<file path="src/include/rtc_alarm_pkg.sv">
// constants for the alarm/watchdog interrupt control block
// assumes a 100 MHz system clock and a byte-wide register bus
package rtc_alarm_pkg;
  // register addresses on the byte-wide bus
  localparam logic [5:0] ADDR_ALARM_MIN = 6'h03;
  localparam logic [5:0] ADDR_ALARM_HOUR = 6'h05;
  localparam logic [5:0] ADDR_ALARM_DAY = 6'h07;
  localparam logic [5:0] ADDR_CMD = 6'h0B;
  localparam logic [5:0] ADDR_WD_LO = 6'h0C;
  localparam logic [5:0] ADDR_WD_HI = 6'h0D;
  // command register field positions
  localparam int BIT_TRANSFER_GATE = 7;
  localparam int BIT_ROUTE_SWAP = 6;
  localparam int BIT_B_POLARITY = 5;
  localparam int BIT_PULSE_SELECT = 4;
  localparam int BIT_WD_MASK = 3;
  localparam int BIT_TOD_MASK = 2;
  localparam int BIT_WD_FLAG = 1;
  localparam int BIT_TOD_FLAG = 0;
  // alarm registers: mask in msb, day register keeps bits 7 and 2..0
  localparam int ALARM_MASK_BIT = 7;
  localparam logic [7:0] DAY_ALARM_KEEP = 8'h87;
  // reset values of the writable storage and the watchdog count limits
  localparam logic [5:0] CMD_CTRL_RESET = 6'h00;
  localparam logic [7:0] ALARM_RESET = 8'h00;
  localparam logic [7:0] WD_RESET = 8'h00;
  localparam logic [15:0] WD_DISABLED = 16'h0000;
  localparam logic [15:0] WD_LAST = 16'h0001;
  // interrupt pulse width, least time, rounded up to whole cycles
  localparam int CLK_PERIOD_NS = 10;
  localparam int PULSE_MIN_MS = 3;
  localparam int PULSE_CYCLES =
    (PULSE_MIN_MS * 1000000 + CLK_PERIOD_NS - 1) / CLK_PERIOD_NS;
  localparam int PULSE_CNT_W = 20;
  // bus access sequencer
  typedef enum logic [1:0] {BUS_IDLE, BUS_READ, BUS_WRITE} bus_state_type;
endpackage : rtc_alarm_pkg

</file>
<file path="src/hw/irq_pulse_timer.sv">
// one-shot timer that stretches an interrupt event into a timed pulse
// assumes start is a one-cycle pulse on clk; length fixed per instance
`timescale 1ns/1ps
`default_nettype none
module irq_pulse_timer #(
  parameter int CNT_W = rtc_alarm_pkg::PULSE_CNT_W,
  parameter logic [rtc_alarm_pkg::PULSE_CNT_W-1:0] LENGTH =
    rtc_alarm_pkg::PULSE_CNT_W'(rtc_alarm_pkg::PULSE_CYCLES)
) (
  input wire logic clk,
  input wire logic reset,
  input wire logic start,
  output logic active,
  output logic done
);
  import rtc_alarm_pkg::*;

  logic [CNT_W-1:0] cnt_q;
  logic active_q;

  // count down while the pulse stands; a new start restarts it
  always_ff @(posedge clk) begin
    if (reset) begin
      cnt_q <= '0;
      active_q <= 1'b0;
    end else if (start) begin
      cnt_q <= LENGTH[CNT_W-1:0];
      active_q <= 1'b1;
    end else if (active_q) begin
      cnt_q <= cnt_q - 1'b1;
      if (cnt_q == {{(CNT_W-1){1'b0}}, 1'b1}) begin
        active_q <= 1'b0;
      end
    end
  end

  assign active = active_q;
  assign done = active_q && !start && (cnt_q == {{(CNT_W-1){1'b0}}, 1'b1});

  // pulse stands at least eight cycles once begun (length is larger)
  a_pulse_min_len: assert property (@(posedge clk) disable iff (reset)
    start |=> active [*8])
    else $error("interrupt pulse ended too early");
endmodule : irq_pulse_timer
`default_nettype wire

</file>
<file path="src/hw/rtc_alarm_interrupt_control.sv">
// command register, alarm flags, watchdog countdown and interrupt lines
// assumes the time counters run on clk and give one-cycle tick strobes;
// bus pins are asynchronous and are synchronised here
`timescale 1ns/1ps
`default_nettype none
module rtc_alarm_interrupt_control #(
  parameter logic [rtc_alarm_pkg::PULSE_CNT_W-1:0] PULSE_LEN =
    rtc_alarm_pkg::PULSE_CNT_W'(rtc_alarm_pkg::PULSE_CYCLES)
) (
  input wire logic clk,
  input wire logic reset,
  input wire logic ce_n,
  input wire logic oe_n,
  input wire logic we_n,
  input wire logic [5:0] addr,
  input wire logic [7:0] dq_in,
  output logic [7:0] dq_out,
  output logic dq_oe,
  input wire logic tick_100hz,
  input wire logic minute_rollover,
  input wire logic [7:0] cur_minutes,
  input wire logic [7:0] cur_hours,
  input wire logic [7:0] cur_day,
  output logic time_copy_strobe,
  output logic irq_line_a_n,
  output logic irq_line_b
);
  import rtc_alarm_pkg::*;

  // index 0 is the clock alarm, index 1 the watchdog
  localparam int SRC_TOD = 0;
  localparam int SRC_WD = 1;

  // one BCD digit step down, used for all four watchdog digits
  function automatic logic [3:0] bcd_digit_dec(input logic [3:0] d);
    bcd_digit_dec = (d == 4'h0) ? 4'h9 : d - 4'h1;
  endfunction : bcd_digit_dec

  // alarm and watchdog register decode, shared by read and write paths
  function automatic logic is_tod_alarm(input logic [5:0] a);
    is_tod_alarm = (a == ADDR_ALARM_MIN) || (a == ADDR_ALARM_HOUR) ||
                   (a == ADDR_ALARM_DAY);
  endfunction : is_tod_alarm
  function automatic logic is_wd_reg(input logic [5:0] a);
    is_wd_reg = (a == ADDR_WD_LO) || (a == ADDR_WD_HI);
  endfunction : is_wd_reg

  logic [1:0] ce_sync_q, oe_sync_q, we_sync_q;
  logic [5:0] addr_s1_q, addr_s2_q;
  logic [7:0] din_s1_q, din_s2_q;
  bus_state_type bus_q;
  logic [5:0] acc_addr_q;
  logic [7:0] wr_data_q;
  logic [7:0] rd_data_q;
  logic [5:0] ctrl_q;
  logic [7:0] alarm_min_q, alarm_hour_q, alarm_day_q;
  logic [7:0] wd_lo_q, wd_hi_q;
  logic [15:0] wd_cnt_q, wd_cnt_dec;
  logic wd_reload_q;
  logic [1:0] flag_q, set_ev, clr_ev, mask, pulse_start, pulse_act;
  logic [1:0] pulse_done, src_act;
  logic sel_acc, sel_read, sel_write, rd_start, wr_commit;
  logic tod_reg, wd_reg, tod_match;
  logic tod_acc, wd_acc;
  logic a_act, b_act;

  // two flip-flops on every bus pin before any logic looks at it
  always_ff @(posedge clk) begin
    if (reset) begin
      ce_sync_q <= 2'h3;
      oe_sync_q <= 2'h3;
      we_sync_q <= 2'h3;
      addr_s1_q <= 6'h00;
      addr_s2_q <= 6'h00;
      din_s1_q <= 8'h00;
      din_s2_q <= 8'h00;
    end else begin
      ce_sync_q <= {ce_sync_q[0], ce_n};
      oe_sync_q <= {oe_sync_q[0], oe_n};
      we_sync_q <= {we_sync_q[0], we_n};
      addr_s1_q <= addr;
      addr_s2_q <= addr_s1_q;
      din_s1_q <= dq_in;
      din_s2_q <= din_s1_q;
    end
  end

  assign sel_acc = !ce_sync_q[1];
  assign sel_read = sel_acc && we_sync_q[1];
  assign sel_write = sel_acc && !we_sync_q[1];

  // bus sequencer: a read starts on select, a write commits on release
  always_ff @(posedge clk) begin
    if (reset) begin
      bus_q <= BUS_IDLE;
      acc_addr_q <= 6'h00;
      wr_data_q <= 8'h00;
    end else begin
      unique case (bus_q)
        BUS_IDLE: begin
          acc_addr_q <= addr_s2_q;
          if (sel_write) begin
            bus_q <= BUS_WRITE;
          end else if (sel_read) begin
            bus_q <= BUS_READ;
          end
        end
        BUS_READ: begin
          acc_addr_q <= addr_s2_q;
          if (!sel_read) begin
            bus_q <= BUS_IDLE;
          end
        end
        BUS_WRITE: begin
          wr_data_q <= din_s2_q;
          if (!sel_write) begin
            bus_q <= BUS_IDLE;
          end
        end
      endcase
    end
  end

  assign rd_start = (bus_q == BUS_IDLE) && !sel_write && sel_read;
  assign wr_commit = (bus_q == BUS_WRITE) && !sel_write;
  assign tod_reg = is_tod_alarm(addr_s2_q);
  assign wd_reg = is_wd_reg(addr_s2_q);
  // a write decodes its captured address, the pins may move on release
  assign tod_acc = (tod_reg && rd_start) ||
                   (is_tod_alarm(acc_addr_q) && wr_commit);
  assign wd_acc = (wd_reg && rd_start) ||
                  (is_wd_reg(acc_addr_q) && wr_commit);

  // host-writable storage; flag bits of the command byte are ignored
  always_ff @(posedge clk) begin
    if (reset) begin
      ctrl_q <= CMD_CTRL_RESET;
      alarm_min_q <= ALARM_RESET;
      alarm_hour_q <= ALARM_RESET;
      alarm_day_q <= ALARM_RESET;
      wd_lo_q <= WD_RESET;
      wd_hi_q <= WD_RESET;
    end else if (wr_commit) begin
      unique case (acc_addr_q)
        ADDR_CMD: ctrl_q <= wr_data_q[7:2];
        ADDR_ALARM_MIN: alarm_min_q <= wr_data_q;
        ADDR_ALARM_HOUR: alarm_hour_q <= wr_data_q;
        ADDR_ALARM_DAY: alarm_day_q <= wr_data_q & DAY_ALARM_KEEP;
        ADDR_WD_LO: wd_lo_q <= wr_data_q;
        ADDR_WD_HI: wd_hi_q <= wr_data_q;
        default: ;
      endcase
    end
  end

  // read data registered while a read stands; unmapped bytes not driven
  always_ff @(posedge clk) begin
    if (reset) begin
      rd_data_q <= 8'h00;
      dq_oe <= 1'b0;
    end else begin
      unique case (addr_s2_q)
        ADDR_CMD: rd_data_q <= {ctrl_q, flag_q};
        ADDR_ALARM_MIN: rd_data_q <= alarm_min_q;
        ADDR_ALARM_HOUR: rd_data_q <= alarm_hour_q;
        ADDR_ALARM_DAY: rd_data_q <= alarm_day_q;
        ADDR_WD_LO: rd_data_q <= wd_lo_q;
        ADDR_WD_HI: rd_data_q <= wd_hi_q;
        default: rd_data_q <= 8'h00;
      endcase
      dq_oe <= sel_read && !oe_sync_q[1] &&
               (tod_reg || wd_reg || (addr_s2_q == ADDR_CMD));
    end
  end
  assign dq_out = rd_data_q;

  // time copy gate toward the visible time registers
  assign time_copy_strobe = tick_100hz && ctrl_q[BIT_TRANSFER_GATE-2];

  // alarm compare at each minute boundary; a set mask bit skips a field
  assign tod_match = minute_rollover &&
    (alarm_min_q[ALARM_MASK_BIT] ||
     (alarm_min_q[6:0] == cur_minutes[6:0])) &&
    (alarm_hour_q[ALARM_MASK_BIT] ||
     (alarm_hour_q[6:0] == cur_hours[6:0])) &&
    (alarm_day_q[ALARM_MASK_BIT] ||
     (alarm_day_q[2:0] == cur_day[2:0]));

  // watchdog countdown in BCD hundredths; zero value disables it
  assign wd_cnt_dec = {bcd_digit_dec(wd_cnt_q[15:12]) ^
                         ((wd_cnt_q[11:0] == 12'h000) ? 4'h0 :
                          (bcd_digit_dec(wd_cnt_q[15:12]) ^ wd_cnt_q[15:12])),
                       (wd_cnt_q[11:8] == 4'h0 && wd_cnt_q[7:0] != 8'h00) ?
                         wd_cnt_q[11:8] :
                         ((wd_cnt_q[7:0] == 8'h00) ?
                          bcd_digit_dec(wd_cnt_q[11:8]) : wd_cnt_q[11:8]),
                       (wd_cnt_q[3:0] == 4'h0) ?
                         bcd_digit_dec(wd_cnt_q[7:4]) : wd_cnt_q[7:4],
                       bcd_digit_dec(wd_cnt_q[3:0])};
  always_ff @(posedge clk) begin
    if (reset) begin
      wd_cnt_q <= WD_DISABLED;
      wd_reload_q <= 1'b0;
    end else begin
      wd_reload_q <= wd_acc;
      // zero is reached on the tick that leaves the last count
      if (wd_reload_q || (tick_100hz && wd_cnt_q == WD_LAST)) begin
        wd_cnt_q <= {wd_hi_q, wd_lo_q}; // restart, repeats without access
      end else if (tick_100hz && wd_cnt_q != WD_DISABLED) begin
        wd_cnt_q <= wd_cnt_dec;
      end
    end
  end

  // flag events; masks play no part in setting or clearing
  assign set_ev[SRC_TOD] = tod_match;
  assign set_ev[SRC_WD] = tick_100hz && !wd_reload_q &&
                          (wd_cnt_q == WD_LAST);
  assign clr_ev[SRC_TOD] = tod_acc;
  assign clr_ev[SRC_WD] = wd_acc || pulse_done[SRC_WD];
  assign mask[SRC_TOD] = ctrl_q[BIT_TOD_MASK-2];
  assign mask[SRC_WD] = ctrl_q[BIT_WD_MASK-2];

  // per-source flag, pulse timer and activity; set wins over clear
  generate
    for (genvar i = 0; i < 2; i++) begin : g_src
      always_ff @(posedge clk) begin
        if (reset) begin
          flag_q[i] <= 1'b0;
        end else if (set_ev[i]) begin
          flag_q[i] <= 1'b1;
        end else if (clr_ev[i]) begin
          flag_q[i] <= 1'b0;
        end
      end
      assign pulse_start[i] = set_ev[i] && ctrl_q[BIT_PULSE_SELECT-2];
      irq_pulse_timer #(
        .CNT_W(PULSE_CNT_W),
        .LENGTH(PULSE_LEN)
      ) u_pulse (
        .clk(clk),
        .reset(reset),
        .start(pulse_start[i]),
        .active(pulse_act[i]),
        .done(pulse_done[i])
      );
      // level mode follows the flag, pulse mode the timer
      assign src_act[i] = !mask[i] && (ctrl_q[BIT_PULSE_SELECT-2] ?
                          pulse_act[i] : flag_q[i]);
    end
  endgenerate

  // line routing and polarity, applied live
  assign a_act = ctrl_q[BIT_ROUTE_SWAP-2] ? src_act[SRC_TOD] :
                 src_act[SRC_WD];
  assign b_act = ctrl_q[BIT_ROUTE_SWAP-2] ? src_act[SRC_WD] :
                 src_act[SRC_TOD];
  assign irq_line_a_n = !a_act;
  assign irq_line_b = b_act ? ctrl_q[BIT_B_POLARITY-2] :
                      !ctrl_q[BIT_B_POLARITY-2];

  a_copy_gated: assert property (@(posedge clk) disable iff (reset)
    !ctrl_q[BIT_TRANSFER_GATE-2] |-> !time_copy_strobe)
    else $error("time copied while transfer gate closed");
  a_route_tod_a: assert property (@(posedge clk) disable iff (reset)
    (ctrl_q[BIT_ROUTE_SWAP-2] && flag_q[SRC_TOD] && !mask[SRC_TOD] &&
     !ctrl_q[BIT_PULSE_SELECT-2]) |-> !irq_line_a_n)
    else $error("clock alarm missing on line A");
  a_route_tod_b: assert property (@(posedge clk) disable iff (reset)
    (!ctrl_q[BIT_ROUTE_SWAP-2] && flag_q[SRC_TOD] && !mask[SRC_TOD] &&
     !ctrl_q[BIT_PULSE_SELECT-2]) |->
    (irq_line_b == ctrl_q[BIT_B_POLARITY-2]))
    else $error("clock alarm missing on line B");
  a_wd_mask_quiet: assert property (@(posedge clk) disable iff (reset)
    (mask[SRC_WD] && mask[SRC_TOD]) |->
    (irq_line_a_n && irq_line_b != ctrl_q[BIT_B_POLARITY-2]))
    else $error("masked interrupt drives a line");
  a_tod_read_clr: assert property (@(posedge clk) disable iff (reset)
    (tod_reg && rd_start && !set_ev[SRC_TOD]) |=> !flag_q[SRC_TOD])
    else $error("clock match flag not cleared by alarm read");
  a_wd_access_clr: assert property (@(posedge clk) disable iff (reset)
    (((wd_reg && rd_start) || (is_wd_reg(acc_addr_q) && wr_commit)) &&
     !set_ev[SRC_WD]) |=>
    !flag_q[SRC_WD])
    else $error("watchdog flag not cleared by access");
  a_pulse_end_clr: assert property (@(posedge clk) disable iff (reset)
    (pulse_done[SRC_WD] && !set_ev[SRC_WD]) |=> !flag_q[SRC_WD])
    else $error("watchdog flag kept after pulse end");
  a_cmd_flags_hold: assert property (@(posedge clk) disable iff (reset)
    (wr_commit && acc_addr_q == ADDR_CMD && set_ev == 2'h0 &&
     clr_ev == 2'h0) |=> (flag_q == $past(flag_q)))
    else $error("command write changed a flag");
  a_wd_reload: assert property (@(posedge clk) disable iff (reset)
    wd_reload_q |=> (wd_cnt_q == $past({wd_hi_q, wd_lo_q})))
    else $error("watchdog not restarted after access");
endmodule : rtc_alarm_interrupt_control
`default_nettype wire

</file>
<file path="config.mk">
export PLATFORM = sky130hd
export DESIGN_NAME = rtc_alarm_interrupt_control
export DESIGN_NICKNAME = d
export VERILOG_FILES = /design/src/include/rtc_alarm_pkg.sv /design/src/hw/irq_pulse_timer.sv /design/src/hw/rtc_alarm_interrupt_control.sv
export SDC_FILE = /design/constraint.sdc
export NUM_CORES = 1
export LEC_CHECK = 0
export BUFFER_PORTS_ARGS = -buffer_cell sky130_fd_sc_hd__buf_2
export CAP_MARGIN = 20
export CORE_ASPECT_RATIO = 1.2
export CORE_MARGIN = 2
export CORE_UTILIZATION = 35
export CTS_BUF_LIST = sky130_fd_sc_hd__clkbuf_4 sky130_fd_sc_hd__clkbuf_8 sky130_fd_sc_hd__clkbuf_16
export DETAILED_ROUTE_END_ITERATION = 10
export PLACE_DENSITY_LB_ADDON = 0.12
export SYNTH_ARGS = -nofsm -noshare
export SYNTH_HDL_FRONTEND = slang
export SYNTH_SLANG_ARGS = --single-unit
</file>
<file path="constraint.sdc">
create_clock -name clk -period 1.98 [get_ports clk]
set_input_delay 0.198 -clock clk [delete_from_list [all_inputs] [get_ports clk]]
set_output_delay 0.198 -clock clk [all_outputs]
set_load 0.05 [all_outputs]
</file>
==> flow_summary.html <==
<table>
<tr><th>Metric</th><th>Value</th></tr>
<tr><th colspan="2">Run status</th></tr>
<tr><td>Result of the run</td><td>complete, no violations</td></tr>
<tr><th colspan="2">Clock tree</th></tr>
<tr><td>Number of buffers between clock root and the deepest sink</td><td>2</td></tr>
<tr><td>Total CTS buffers</td><td>17</td></tr>
<tr><td>CTS tree</td><td>yes</td></tr>
<tr><td>Clk root buf</td><td>clkbuf_16</td></tr>
<tr><td>Sink Count</td><td>162</td></tr>
<tr><td>Number of buffers inserted to repair setup after CTS</td><td>0</td></tr>
<tr><td>H-Tree Level Count</td><td>4</td></tr>
<tr><td>Clock-pin slew reported for the worst setup and hold paths after clock tree synthesis</td><td>70 ps</td></tr>
<tr><td>Clock Latency Late Sink</td><td>420 ps</td></tr>
<tr><th colspan="2">Layout</th></tr>
<tr><td>Share of the core filled with cells</td><td>43.65%</td></tr>
<tr><td>Post-layout nets</td><td>870</td></tr>
<tr><td>Number of fill cells</td><td>1,905</td></tr>
<tr><td>Antenna diode instance count</td><td>0</td></tr>
<tr><td>Final standard cell area without fillers</td><td>8472 um2</td></tr>
<tr><td>Growth of design area from synthesis to finish</td><td>23.36%</td></tr>
<tr><td>Proportion of layout cells with a drive suffix above 1</td><td>20.82%</td></tr>
<tr><th colspan="2">Critical path</th></tr>
<tr><td>R2R setup slack</td><td>110 ps</td></tr>
<tr><td>Maximum fanout along the worst path</td><td>7</td></tr>
<tr><td>Type of element capturing the critical path</td><td>output port</td></tr>
<tr><td>Sort of element at the start of the critical path</td><td>register</td></tr>
<tr><td>Worst setup path category</td><td>reg2out</td></tr>
<tr><td>CP required</td><td>1780 ps</td></tr>
<tr><td>Critical Path AT</td><td>1710 ps</td></tr>
<tr><th colspan="2">Global routing</th></tr>
<tr><td>Global route total overflow</td><td>0</td></tr>
<tr><td>Maximum number of pins on one net before global-route repair</td><td>42</td></tr>
<tr><td>Global-route wire length before repair</td><td>26.93 mm</td></tr>
<tr><td>Via count of the first global-routing pass</td><td>5,465</td></tr>
<tr><td>Total global-route track usage</td><td>16.22%</td></tr>
<tr><td>Antenna violations before repair</td><td>0</td></tr>
<tr><th colspan="2">Synthesis</th></tr>
<tr><td>Ys async rst share</td><td>0%</td></tr>
<tr><td>Sequential cell area fraction in the yosys report</td><td>47.22%</td></tr>
<tr><td>Number of unique standard cell types used by synthesis</td><td>61</td></tr>
<tr><td>Number of synthesized flops with an enable pin</td><td>0</td></tr>
<tr><td>Net count after synthesis</td><td>775</td></tr>
<tr><td>Average footprint of a synthesized cell</td><td>9.499 um2</td></tr>
<tr><td>Number of warning messages in the yosys log</td><td>0</td></tr>
<tr><td>Seq cells post-synth</td><td>162</td></tr>
<tr><td>Gate count after technology mapping</td><td>723</td></tr>
<tr><td>Synthesized cell area</td><td>6868 um2</td></tr>
<tr><td>Most frequently used flop master after synthesis</td><td>dfxtp_1</td></tr>
<tr><th colspan="2">Route</th></tr>
<tr><td>Detailed Route WL</td><td>16.29 mm</td></tr>
<tr><td>Number of nets still failing antenna checks after routing</td><td>0</td></tr>
<tr><td>Met1 Wirelength</td><td>7.111 mm</td></tr>
<tr><td>Via-to-Cell Ratio</td><td>4.995</td></tr>
<tr><td>First-pass detailed-route iteration total</td><td>4</td></tr>
<tr><td>WL met2</td><td>8.361 mm</td></tr>
<tr><td>Post-detailed-route wirelength per cell</td><td>14.92 um</td></tr>
<tr><td>Via count</td><td>5,455</td></tr>
<tr><td>First-iteration detailed-routing DRC count</td><td>197</td></tr>
<tr><td>Max layer used</td><td>met4</td></tr>
<tr><td>DR DRC count</td><td>0</td></tr>
<tr><td>DR WL met3</td><td>475 um</td></tr>
<tr><th colspan="2">Timing</th></tr>
<tr><td>Fin Clk Skew</td><td>8.857 ps</td></tr>
<tr><td>Worst Hold Slack</td><td>51.01 ps</td></tr>
<tr><td>Minimum clock period after layout</td><td>1913 ps</td></tr>
<tr><td>Count of final max-slew check failures</td><td>0</td></tr>
<tr><td>Fraction of the cycle the final worst path needs</td><td>96.61%</td></tr>
<tr><td>Worst-Margin Slew</td><td>500.2 ps</td></tr>
<tr><td># setup viols final</td><td>0</td></tr>
<tr><td>Highest Clock Rate</td><td>522.8 MHz</td></tr>
<tr><td>Total Neg Setup Slack</td><td>0 ps</td></tr>
<tr><td>Rel. slew slack</td><td>66.66%</td></tr>
<tr><td>RSZ-0062 raised after global routing</td><td>true</td></tr>
<tr><td>Hold Fails Final Rpt</td><td>0</td></tr>
<tr><th colspan="2">Die</th></tr>
<tr><td>I/O pin cnt</td><td>57</td></tr>
<tr><td>Total die area</td><td>20,760 um2</td></tr>
<tr><td>Number of rows in the core area</td><td>56</td></tr>
<tr><td>Initial core utilization</td><td>35.39%</td></tr>
<tr><td>Total core area</td><td>19,410 um2</td></tr>
<tr><td>Horizontal extent of the die</td><td>131.9 um</td></tr>
<tr><td>Chip height</td><td>157.5 um</td></tr>
<tr><th colspan="2">Min path</th></tr>
<tr><td>Classification of the worst-slack hold path</td><td>in2reg</td></tr>
<tr><th colspan="2">Run</th></tr>
<tr><td>Maximum Capacitance Violations</td><td>0</td></tr>
<tr><th colspan="2">Power and ir drop</th></tr>
<tr><td>Leak pwr</td><td>3.419 nW</td></tr>
<tr><td>Pwr Density</td><td>976.4 nW/um2</td></tr>
<tr><td>Worst vdd rail ir drop</td><td>686.2 uV</td></tr>
<tr><th colspan="2">Placement</th></tr>
<tr><td>DPL Wire Length</td><td>12.06 mm</td></tr>
<tr><td>I/O Buffers</td><td>49</td></tr>
<tr><td>Cell area reported after detailed placement</td><td>7670 um2</td></tr>
<tr><td>Weighted congestion at the end of routability-driven global placement</td><td>0.8009</td></tr>
</table>
worst max-delay path, cell delays in order (launching register included):
cell and delay (ps):
dfxtp_4 410, mux2i_4 270, nor3_1 80, a21oi_2 150, xor2_1 160, buf_4 220
layer usage:
| metal | vias up | GRT usage [%] |
|---|---|---|
| met1 | 2574 | 18.53 |
| met5 | - | 0 |
| met3 | 29 | 3.446 |
| li1 | 2753 | - |
| met4 | 0 | 6.211 |
| met2 | 99 | 29.61 |
where the power goes:
part           internal (W)  switching, W
clock network       0.00184       0.00147
logic              0.000653      0.000774
registers           0.00340      0.000133
total               0.00589       0.00238
cell type report:
class	count	area, um2	share of cell area [%]
multi-input cells	517	3481	41.09
flip-flops and latches	162	3247	38.33
repair buffers	109	778.2	9.186
clock buffers	18	439.2	5.184
well taps	261	326.6	3.855
clock inverters	14	158.9	1.876
inverters	11	41.29	0.4874
Yosys cell counts (2+ instances only):
library cell  count  area share, %
or3_1             4           0.36
mux2i_1          45            6.6
and3b_1           2           0.26
mux2_2           20            3.3
a311oi_1          2           0.26
nor2_1           92            5.0
nor3_1           28            2.0
ha_1              7            1.3
dfxtp_1         162             47
nand4b_1          3           0.38
a31oi_1           5           0.46
or2_2             8           0.73
o21ai_0          31            2.3
a222oi_1          8            1.2
and4_1            2           0.26
and2_1            4           0.36
nand3_1          12           0.87
a21o_1            2           0.22
nor4_1            7           0.64
o31ai_1           2           0.22
clkbuf_1         23            1.3
nor4_4            2           0.62
buf_1             4           0.22
xor2_1           26            3.3
nor4b_1           4           0.51
and4b_1           2           0.29
nand3b_1          3           0.33
xnor2_1          25            3.2
nand4_1          10           0.91
and3_1            3           0.27
o41ai_1           3           0.38
o21a_1            4           0.44
nor4_2            3           0.55
or4_4             3           0.49
buf_2             4           0.29
a21oi_1          47            3.4
inv_1            11           0.60
nor3b_1           4           0.44
a41o_1            2           0.29
nand2b_1          3           0.27
a211oi_1          6           0.66
nor2b_1          33            3.0
nor3_2            2           0.29
nand2_1          33            1.8
state kept, by name, summed over array words and instances, names as in the netlist, 8 cells and up, named ones only:
register             flops
g_src.u_pulse.cnt_q     40
wd_cnt_q                12
alarm_hour_q             8
alarm_min_q              8
din_s1_q                 8
din_s2_q                 8
dq_out                   8
wd_hi_q                  8
wd_lo_q                  8
wr_data_q                8
cell families (layout without fill, tap and decap cells):
kind of cell,count (synthesis),count (layout),share of synthesized area [%]
compound gates,121,121,10.84
xor+xnor,51,51,6.504
fa+ha+maj,7,7,1.275
buf+inv,44,152,2.642
flops,162,162,47.22
mux,65,65,9.838
simple gates,273,273,21.68
placed cells by master (no fill, tap or decap), types with 4 or more instances in the layout:
cell type / n
dfxtp_1: 161
nor2_1: 91
buf_2: 47
a21oi_1: 46
mux2i_1: 43
buf_4: 43
nand2_1: 33
nor2b_1: 33
o21ai_0: 31
nor3_1: 28
xor2_1: 26
xnor2_1: 25
mux2_2: 20
clkbuf_16: 17
dlygate4sd3_1: 16
nand3_1: 12
inv_1: 11
nand4_1: 10
a222oi_1: 8
or2_2: 8
ha_1: 7
inv_8: 7
nor4_1: 6
a211oi_1: 6
a31oi_1: 5
nor3b_1: 4
nor4b_1: 4
and2_1: 4
or3_1: 4
o21a_1: 4
timing repair:
action                     CTS  global route
hold buffers                16             0
resized for setup            5             5
hold endpoints to repair    16             0
setup endpoints to repair    2             3
pin swaps                    0             2
per-stage QoR:
step / total power, W / worst slack (ps) / std cells
floorplan: 0.004429 / 65.17 / 723
global placement: 0.004974 / 41.00 / 1044
detailed placement: 0.004988 / 21.25 / 1044
CTS: 0.008346 / 3.036 / 1092
global route: 0.008668 / -41.67 / 1092
finish: 0.008272 / 67.11 / 1092
final timing paths:
kind | cells after the start | endpoint | from
min | 2 | din_s1_q[6] | dq_in[6]
min reg2reg | 1 | we_sync_q[1] | we_sync_q[0]
max reg2reg | 5 | g_src[0].u_pulse.cnt_q[19] | g_src[0].u_pulse.cnt_q[12]
max | 5 | irq_line_b | ctrl_q[2]
No activity file was read; power rests on OpenSTA's default activity.
